[src/hw/iepb_pkg.sv]
// constants, carriers and helpers for the interrupt enable/pending bank
package iepb_pkg;

  // ****************************************************************
  // sizes
  // ****************************************************************
  localparam int NUM_IRQ   = 240;
  localparam int NUM_WORDS = 8;
  localparam int WORD_W    = 32;
  localparam int PRIO_W    = 2;
  localparam int ID_W      = 8;
  localparam int ADDR_W    = 12;

  // ****************************************************************
  // register offsets inside the controller window, reset values
  // ****************************************************************
  localparam logic [ADDR_W-1:0] OFF_SET_ENABLE   = 12'h100;
  localparam logic [ADDR_W-1:0] OFF_CLEAR_ENABLE = 12'h180;
  localparam logic [ADDR_W-1:0] OFF_SET_PENDING  = 12'h200;
  localparam logic [ADDR_W-1:0] OFF_SEC_TARGET   = 12'h380;
  localparam int                REGION_LSB       = 6;
  localparam int                WORD_LSB         = 2;
  localparam logic [WORD_W-1:0] RST_ENABLE       = 32'h0000_0000;
  localparam logic [WORD_W-1:0] RST_PENDING      = 32'h0000_0000;
  localparam logic [WORD_W-1:0] RST_TARGET       = 32'h0000_0000;
  localparam logic [WORD_W-1:0] WORD_ONE         = 32'h0000_0001;

  // ****************************************************************
  // carriers
  // ****************************************************************
  typedef struct packed {
    logic              wrEn;
    logic              rdEn;
    logic              nonSecure;
    logic [ADDR_W-1:0] addr;
    logic [WORD_W-1:0] wdata;
  } iepb_req_s;

  typedef struct packed {
    logic              valid;
    logic [ID_W-1:0]   id;
    logic [PRIO_W-1:0] prio;
  } iepb_sel_s;

  // ****************************************************************
  // helpers
  // ****************************************************************
  function automatic logic regionHit(input logic [ADDR_W-1:0] a,
                                     input logic [ADDR_W-1:0] off);
    regionHit = (a[ADDR_W-1:REGION_LSB] == off[ADDR_W-1:REGION_LSB]);
  endfunction

  // bits above the implemented interrupt count are zero
  function automatic logic [WORD_W-1:0] implMask(input int w);
    logic [WORD_W-1:0] m;
    m = '0;
    for (int b = 0; b < WORD_W; b++) begin
      m[b] = ((w * WORD_W + b) < NUM_IRQ);
    end
    implMask = m;
  endfunction

endpackage

[src/hw/iepb_word.sv]
// one 32-interrupt word of enable, pending and security target state
`timescale 1ns/1ps
module iepb_word
  import iepb_pkg::*;
(
  input  wire logic              ref_clk,
  input  wire logic              sys_rst,
  input  wire logic [WORD_W-1:0] enSet,
  input  wire logic [WORD_W-1:0] enClr,
  input  wire logic [WORD_W-1:0] pendSet,
  input  wire logic [WORD_W-1:0] pendClr,
  input  wire logic              tgtWr,
  input  wire logic [WORD_W-1:0] tgtData,
  output logic      [WORD_W-1:0] enable_q,
  output logic      [WORD_W-1:0] pending_q,
  output logic      [WORD_W-1:0] target_q
);

  logic [WORD_W-1:0] enable_d;
  logic [WORD_W-1:0] pending_d;
  logic [WORD_W-1:0] target_d;

  assign enable_d  = (enable_q | enSet) & ~enClr;
  // set beats clear so a request in the ack cycle is kept
  // re-set keeps state
  assign pending_d = (pending_q & ~pendClr) | pendSet;
  assign target_d  = tgtWr ? tgtData : target_q;

  always_ff @(posedge ref_clk or posedge sys_rst) begin
    if (sys_rst) begin
      enable_q  <= RST_ENABLE;
      pending_q <= RST_PENDING;
      target_q  <= RST_TARGET;
    end else begin
      enable_q  <= enable_d;
      pending_q <= pending_d;
      target_q  <= target_d;
    end
  end

endmodule // iepb_word

[src/hw/iepb_arbiter.sv]
// picks the highest priority enabled pending interrupt, registered
`timescale 1ns/1ps
module iepb_arbiter
  import iepb_pkg::*;
(
  input  wire logic                      ref_clk,
  input  wire logic                      sys_rst,
  input  wire logic [NUM_IRQ-1:0]        cand,
  input  wire logic [NUM_IRQ*PRIO_W-1:0] prioLevels,
  output iepb_sel_s                      sel_q
);

  iepb_sel_s sel_d;

  // lower value wins; downward scan with <= leaves the lowest id on ties
  always_comb begin
    sel_d = '0;
    for (int i = NUM_IRQ - 1; i >= 0; i--) begin
      if (cand[i] && (!sel_d.valid || prioLevels[i*PRIO_W +: PRIO_W] <= sel_d.prio)) begin
        sel_d.valid = 1'b1;
        sel_d.id    = ID_W'(i);
        sel_d.prio  = prioLevels[i*PRIO_W +: PRIO_W];
      end
    end
  end

  always_ff @(posedge ref_clk or posedge sys_rst) begin
    if (sys_rst) begin
      sel_q <= '0;
    end else begin
      sel_q <= sel_d;
    end
  end

endmodule // iepb_arbiter

[src/hw/irq_enable_pending_bank.sv]
// enable and pending register bank of the vectored interrupt controller
//
// Contract
// - set-enable view, write one enables, reads state
// - clear-enable view, write one disables, reads state
// - set-pending view, write one forces pending
// - set-pending reads show current pending bits
// - enabled pending interrupts presented by priority
// - disabled line still pends, never presented
// - set-pending on pending interrupt changes nothing
// - software pending ignores enable state
// - bits read zero, ignore writes per target
// - target bit zero secure, one non-secure
`timescale 1ns/1ps
module irq_enable_pending_bank
  import iepb_pkg::*;
(
  input  wire logic                      ref_clk,
  input  wire logic                      sys_rst,
  input  iepb_req_s                      regReq,
  input  wire logic [NUM_IRQ-1:0]        irqLines,
  input  wire logic [NUM_IRQ*PRIO_W-1:0] prioLevels,
  input  wire logic                      ackValid,
  input  wire logic [ID_W-1:0]           ackId,
  output logic      [WORD_W-1:0]         rdData_q,
  output logic                           rdValid_q,
  output iepb_sel_s                      present_q
);

  // ****************************************************************
  // address decode
  // ****************************************************************
  logic [3:0]                         wordIdx;
  logic [2:0]                         wordSel;
  logic                               wordOk;
  logic                               hitSetEn;
  logic                               hitClrEn;
  logic                               hitSetPend;
  logic                               hitTarget;
  logic                               wrSetEn;
  logic                               wrClrEn;
  logic                               wrSetPend;
  logic                               wrTarget;
  logic [NUM_WORDS*WORD_W-1:0]        irqWide;

  assign wordIdx    = regReq.addr[WORD_LSB +: 4];
  assign wordSel    = wordIdx[2:0];
  // words 8..15 of each 16-word region are not built and read zero
  assign wordOk     = (wordIdx < 4'(NUM_WORDS));
  assign hitSetEn   = regionHit(regReq.addr, OFF_SET_ENABLE);
  assign hitClrEn   = regionHit(regReq.addr, OFF_CLEAR_ENABLE);
  assign hitSetPend = regionHit(regReq.addr, OFF_SET_PENDING);
  assign hitTarget  = regionHit(regReq.addr, OFF_SEC_TARGET);
  assign wrSetEn    = regReq.wrEn & hitSetEn & wordOk;
  assign wrClrEn    = regReq.wrEn & hitClrEn & wordOk;
  assign wrSetPend  = regReq.wrEn & hitSetPend & wordOk;
  // target word is reachable from secure accesses only
  assign wrTarget   = regReq.wrEn & hitTarget & wordOk & ~regReq.nonSecure;
  assign irqWide    = {{(NUM_WORDS*WORD_W-NUM_IRQ){1'b0}}, irqLines};

  // ****************************************************************
  // per-word state
  // ****************************************************************
  logic [NUM_WORDS-1:0][WORD_W-1:0] enableBits;
  logic [NUM_WORDS-1:0][WORD_W-1:0] pendingBits;
  logic [NUM_WORDS-1:0][WORD_W-1:0] targetBits;
  logic [NUM_WORDS-1:0][WORD_W-1:0] visMask;
  logic [NUM_WORDS-1:0][WORD_W-1:0] enSetV;
  logic [NUM_WORDS-1:0][WORD_W-1:0] enClrV;
  logic [NUM_WORDS-1:0][WORD_W-1:0] pendSetV;
  logic [NUM_WORDS-1:0][WORD_W-1:0] pendClrV;
  logic [NUM_WORDS-1:0]             wordHit;
  logic [NUM_WORDS-1:0]             tgtWrV;

  for (genvar w = 0; w < NUM_WORDS; w++) begin : g_word
    assign wordHit[w] = (wordSel == 3'(w));
    assign visMask[w] = implMask(w) & (regReq.nonSecure ? targetBits[w] : '1);
    assign enSetV[w]   = (wrSetEn && wordHit[w]) ? (regReq.wdata & visMask[w]) : '0;
    assign enClrV[w]   = (wrClrEn && wordHit[w]) ? (regReq.wdata & visMask[w]) : '0;
    assign pendSetV[w] = ((wrSetPend && wordHit[w]) ? (regReq.wdata & visMask[w]) : '0)
                       | (irqWide[w*WORD_W +: WORD_W] & implMask(w));
    // processor entering the handler drops the pending bit
    assign pendClrV[w] = (ackValid && ackId[7:5] == 3'(w)) ? (WORD_ONE << ackId[4:0]) : '0;
    assign tgtWrV[w]   = wrTarget & wordHit[w];

    iepb_word u_word (
      .ref_clk   (ref_clk),
      .sys_rst   (sys_rst),
      .enSet     (enSetV[w]),
      .enClr     (enClrV[w]),
      .pendSet   (pendSetV[w]),
      .pendClr   (pendClrV[w]),
      .tgtWr     (tgtWrV[w]),
      .tgtData   (regReq.wdata & implMask(w)),
      .enable_q  (enableBits[w]),
      .pending_q (pendingBits[w]),
      .target_q  (targetBits[w])
    );
  end

  // ****************************************************************
  // read path
  // ****************************************************************
  logic [WORD_W-1:0] rdEnable;
  logic [WORD_W-1:0] rdPending;
  logic [WORD_W-1:0] rdTarget;
  logic [WORD_W-1:0] rdData_d;
  logic              rdValid_d;

  assign rdEnable  = wordOk ? (enableBits[wordSel] & visMask[wordSel]) : '0;
  assign rdPending = wordOk ? (pendingBits[wordSel] & visMask[wordSel]) : '0;
  assign rdTarget  = (wordOk && !regReq.nonSecure) ? targetBits[wordSel] : '0;
  assign rdData_d  = !regReq.rdEn              ? '0 :
                     (hitSetEn || hitClrEn)    ? rdEnable :
                     hitSetPend                ? rdPending :
                     hitTarget                 ? rdTarget : '0;
  assign rdValid_d = regReq.rdEn;

  // unmapped reads answer zero, still with a valid strobe
  always_ff @(posedge ref_clk or posedge sys_rst) begin
    if (sys_rst) begin
      rdData_q  <= '0;
      rdValid_q <= 1'b0;
    end else begin
      rdData_q  <= rdData_d;
      rdValid_q <= rdValid_d;
    end
  end

  // ****************************************************************
  // arbitration
  // ****************************************************************
  logic [NUM_WORDS*WORD_W-1:0] candWide;

  assign candWide = enableBits & pendingBits;

  iepb_arbiter u_arb (
    .ref_clk    (ref_clk),
    .sys_rst    (sys_rst),
    .cand       (candWide[NUM_IRQ-1:0]),
    .prioLevels (prioLevels),
    .sel_q      (present_q)
  );

endmodule // irq_enable_pending_bank

[config.mk]
export PLATFORM = sky130hd
export DESIGN_NAME = irq_enable_pending_bank
export DESIGN_NICKNAME = d
export VERILOG_FILES = /design/src/hw/iepb_pkg.sv /design/src/hw/iepb_word.sv /design/src/hw/iepb_arbiter.sv /design/src/hw/irq_enable_pending_bank.sv
export SDC_FILE = /design/constraint.sdc
export NUM_CORES = 2
export LEC_CHECK = 0
export ABC_AREA = 1
export BUFFER_PORTS_ARGS = -buffer_cell sky130_fd_sc_hd__buf_2
export CAP_MARGIN = 10
export CORE_ASPECT_RATIO = 0.7
export CORE_UTILIZATION = 60
export CTS_BUF_LIST = sky130_fd_sc_hd__clkbuf_4 sky130_fd_sc_hd__clkbuf_8
export CTS_CLUSTER_DIAMETER = 50
export DETAILED_ROUTE_END_ITERATION = 7
export PLACE_DENSITY = 0.82
export SYNTH_ARGS = -nofsm -noshare
export SYNTH_HDL_FRONTEND = slang
export SYNTH_HIERARCHICAL = 1
export SYNTH_SLANG_ARGS = --single-unit
[constraint.sdc]
create_clock -name ref_clk -period 634.2 [get_ports ref_clk]
set_clock_uncertainty 0.15 [all_clocks]
set_input_delay 95.13 -clock ref_clk [delete_from_list [all_inputs] [get_ports ref_clk]]
set_output_delay 95.13 -clock ref_clk [all_outputs]
set_load 0.005 [all_outputs]
=== After elaboration in Yosys (flattened, before gate mapping) ===
Index checks and enable logic that the tools add are counted.

* Order comparisons: 241
* Multipliers: 0
* Bitwise gates (word level): 85
* Multiplexer cells: 295
* Reduce and logical (&&, ||, !) cells: 754
* Add/subtract/negate cells: 0
* Equality and inequality tests: 18
* Shifts and indexed selects: 1
* Div/mod/pow operators: 0

{| class="wikitable"
|+ Operators by type and width
! cell !! count
|-
| 11-bit 2-to-1 mux || 240
|-
| 32-bit 2-to-1 mux || 50
|-
| 32-bit bitwise AND || 25
|-
| 32-bit OR || 23
|-
| 32-bit inverter || 16
|-
| 2-bit less-or-equal comparator || 239
|-
| 32-bit binary-select mux with 3-bit select || 4
|-
| 1-bit logical AND || 272
|-
| 240-bit bitwise AND || 1
|-
| 1-bit logical NOT || 240
|-
| 1-bit logical OR || 240
|-
| 32-bit by 16-bit bitwise AND with 32-bit output || 1
|-
| 32-bit by 16-bit OR with 32-bit output || 1
|-
| 1-bit by 5-bit << shifter with 32-bit output (first input constant) || 1
|-
| 3-bit equality test (second input constant) || 8
|-
| 1-bit bitwise AND || 17
|-
| 16-bit 2-to-1 mux || 1
|-
| 3-bit by 2-bit equality test with 1-bit output (second input constant) || 4
|-
| 6-bit by 3-bit equality test with 1-bit output (second input constant) || 2
|-
| 6-bit by 4-bit equality test with 1-bit output (second input constant) || 2
|-
| 3-bit by 1-bit equality test with 1-bit output (second input constant) || 2
|-
| 3-bit logical NOT || 2
|-
| 3-bit by 4-bit less-than comparator with 1-bit output (second input constant) || 1
|-
| 4-bit less-than comparator (second input constant) || 1
|-
| 1-bit inverter || 1
|}

* Bits in registers: 796
* Latch bits: 0
* ROM bits: 0
* Memories: 0
* Bits in writable memories: 0
* Word-level logic and storage cells: 1423

=== Longest topological paths before layout ===
* Depth in word-level cells: 958
* Gate-level depth with buffers: 1965
* Gate-level depth less buffers: 1965

=== Modules after synthesis ===
The synthesis kept the hierarchy.

{| class="wikitable"
|+ Modules (own cells, without submodules)
! module !! cells each !! seq. area each (µm²) !! instances !! area each (µm²)
|-
| iepb_word || 393 || 2402.3 || 8 || 3618.5
|-
| iepb_arbiter || 4892 || 275.3 || 1 || 24830.1
|-
| irq_enable_pending_bank || 3918 || 825.8 || 1 || 17794.6
|}

=== Least setup slack after synthesis ===
Ideal clock, no wire load.

* Path type: input port to flip-flop
* Start point: input port prioLevels[479]
* End point: register u_arb/sel_q[5] in the netlist's numbering
* Arrival: 299234 ps
* Data required time: 633978 ps
* Stages on the path: 1845
* Buffers on the path: 0
* Path slack: 334744 ps
* Cell sequence: nand2_1 -> ha_1 -> nand2_1 -> nand2_1 -> nand2_1 -> nand2_1 -> o21ai_0 -> ha_1 -> nand2_1 -> inv_1 -> nor2_1 -> nand2_1 -> nand2_1 -> nand3_1 -> and2_2 -> ha_1 -> inv_1 -> nor2_1 -> [1809 not listed] -> and2_1 -> ha_1 -> a21oi_1 -> a21oi_1 -> o21ai_0 -> nand2_1 -> or2_2 -> nand2_1 -> ha_1 -> a21oi_1 -> nand2_1 -> nand2_1 -> inv_1 -> nor2_1 -> nand2_2 -> inv_2 -> nand3_1 -> nor2_1

{| class="wikitable"
|+ RTL lines
! what !! line !! source
|-
| start, declared || irq_enable_pending_bank.sv:22 || <nowiki>input wire logic [NUM_IRQ*PRIO_W-1:0] prioLevels,</nowiki>
|-
| end signal, assigned || iepb_arbiter.sv:31 || <nowiki>sel_q <= sel_d;</nowiki>
|-
| end, declared || iepb_arbiter.sv:10 || <nowiki>output iepb_sel_s sel_q</nowiki>
|}

==> out/metrics.cfg <==
[routing]
antenna_left=0
dr.max_layer_used=met5
dr_wl_met2_um=132000
vias_per_cell=5.87
routedWlPerCell_um=23.4
drc=16
drt_wl_total_um=338000
vias=84900
first_pass_iters=8
drt_iter0_markers=13100
wl_met1_um=117000
wl_met3_um=52700

[layout]
nNetsFinal=13700
final_layout_size_suffix_gt1_frac=0.159
layout_common_cells=2925 x nand2_1, 2258 x inv_1, 2104 x nor2_1, 827 x nand3_1, 818 x buf_2
fillCellCount=10800
syn_to_final_growth_pct=11.6
multi_input_comb_area_sq_um=41200
seq_area_sq_um=20300
final_common_cell=nand2_1

[grt]
grt_antenna_before_repair=115
grt_pass1_wl_um=484000
grt_usage=0.541
grt_max_degree=82
grt_pass1_vias=77500
overflow=0

[floorplan]
io_pins=822
fp.dieH_um=291
rows=105
core_area_sq_um=118000
start_util=0.608
die_x_um=415
dieArea_sq_um=121000

[logic_synthesis]
async_flop_share=1.00
netlist_area_sq_um=71600
synth_edf_count=0
yosys.cell_types.count=61
ys_seq_area_frac=0.284
synth.avg_cell_area_sq_um=5.99
syn_inst=12000
synth_flop_cell=dfrtp_1
ys_ff_latch=812
ys.warnings.count=6

[sta]
relSlewSlack=0.0327
hold_viol_final=0
tns_ps=0
fmax_mhz=2.95
finalMaxSlewViolations=0
layout_min_cycle_time_ps=339260
finalCritPeriodShare=0.535
rsz0062_at_grt=no
setup_viol=0

[status]
violations=design-rule violations
outcome=finished, violations left

[critical_path]
worstPathArrival_ps=246430
critPathTopFamily=simple AND/OR/NAND/NOR gates
endpoint_kind=register
critical_path.max_fanout=9
required_ps=634880
worst-path-buf-inv=105
crit_top_cell=nand2_2
worst_path_max_delay_cell=o21ai_0
critPathKind=in2reg
startpoint_type=primary input
critPathMaxStageDelay_ps=810

[place]
port_buffers=819
dp_hpwl_um=255000
gp_congestion=1.10

[clock_tree]
cts.sinks=812
clockRootBuffer=clkbuf_8
clk_pin_slew_worst_paths_ps=60
cts_htree_levels=4
post_cts_resized=0
clk_latency_ps=950
cts_setup_buffers=0
cts_buffer_depth=3
cts_tree=built
numCtsBuffers=137
postCtsHoldBufs=0

[worst_hold_path]
hp-class=reg2reg

[power_and_ir_drop]
finalPower_w=0.000203
vdd_drop_max_v=0.00000233
powerDensity_nw_per_um2=2.54
power_leakage_nw=46.8

[run]
max_cap_viol_count=0

power breakdown:
| part | internal (W) | switching, W | total, W | leakage (nW) |
|---|---|---|---|---|
| sequential | 0.0000525 | 0.000000409 | 0.0000529 | 9.96 |
| clock | 0.0000288 | 0.0000255 | 0.0000543 | 1.59 |
| combinational | 0.0000332 | 0.0000628 | 0.0000960 | 35.2 |
| total | 0.000115 | 0.0000887 | 0.000203 | 46.8 |
logic make-up (layout without fill, tap and decap cells):
group	count (synthesis)	in the layout	synth area share
compound gates	1330	1330	0.109
fa+ha+maj	246	246	0.0430
buf+inv	2598	3400	0.146
flops	812	812	0.284
mux	1	1	0.000140
other cells	1	160	0.0000524
simple gates	6966	6966	0.417
state kept, by name, indices dropped and copies added (netlist names):
name and cells:
g_word.u_word/pending_q 256, rdData_q 32, g_word.u_word/target_q 256, g_word.u_word/enable_q 256
u_arb/sel_q 11, rdValid_q 1
stage by stage:
stage | setup WS (ps) | util | hold slack, ps | area [sq um] | std cells
after floorplan | 334740 | - | 291 | 71800 | 12000
after detailed placement | 300880 | 0.651 | 309 | 76600 | 14100
after global routing | 273850 | 0.678 | 337 | 79800 | 14400
after global placement | 311790 | 0.651 | 305 | 76600 | 14100
final | 294940 | 0.679 | 327 | 79900 | 14500
after CTS | 301060 | 0.676 | 324 | 79600 | 14400
path summary, 6_finish.rpt:
path                       cells after the start  slack (ps)                            end                          start
setup / recovery                             657      388450                 u_arb/sel_q[5]                prioLevels[479]
hold / removal                                 2         330  g_word[7].u_word/target_q[31]  g_word[7].u_word/target_q[31]
hold reg to reg                                2         330  g_word[7].u_word/target_q[31]  g_word[7].u_word/target_q[31]
max in group asynchronous                      3      537910  g_word[6].u_word/target_q[21]                        sys_rst
min in group asynchronous                      2       94330  g_word[0].u_word/pending_q[8]                        sys_rst
tightest hold or removal path: stages, from the launching register on:
cell	delay (ps)
dfrtp_1	340
nand2_1	50
nand2_1	50
routing by layer:
metal  up-vias  track usage
li1      38200            -
met1     38300        0.650
met2      6691        0.749
met3      1639        0.210
met4        32        0.482
met5         -      0.00276
cell type report:
type | count | share of cell area
Multi-Input combinational cell | 8607 | 0.515
Sequential cell | 812 | 0.254
Inverter | 2285 | 0.108
Timing Repair Buffer | 876 | 0.0567
Clock buffer | 209 | 0.0334
Tap cell | 1551 | 0.0243
Clock inverter | 30 | 0.00446
Antenna cell | 96 | 0.00301
cell usage after synthesis, types with 41 or more instances:
library cell,instances,share of area
nor2_1,2108,0.11
nor3_1,61,0.0043
nand2_2,738,0.065
nand3_1,827,0.058
o21bai_1,240,0.025
a21oi_1,234,0.016
inv_1,2268,0.12
ha_1,246,0.043
clkbuf_1,148,0.0078
or2_2,91,0.0080
nand4_1,103,0.0090
o21ai_0,652,0.046
buf_2,69,0.0048
dfrtp_1,812,0.28
nand2_1,2954,0.15
o21a_1,55,0.0058
o2111ai_1,41,0.0050
No activity file was read; power rests on OpenSTA's default activity.
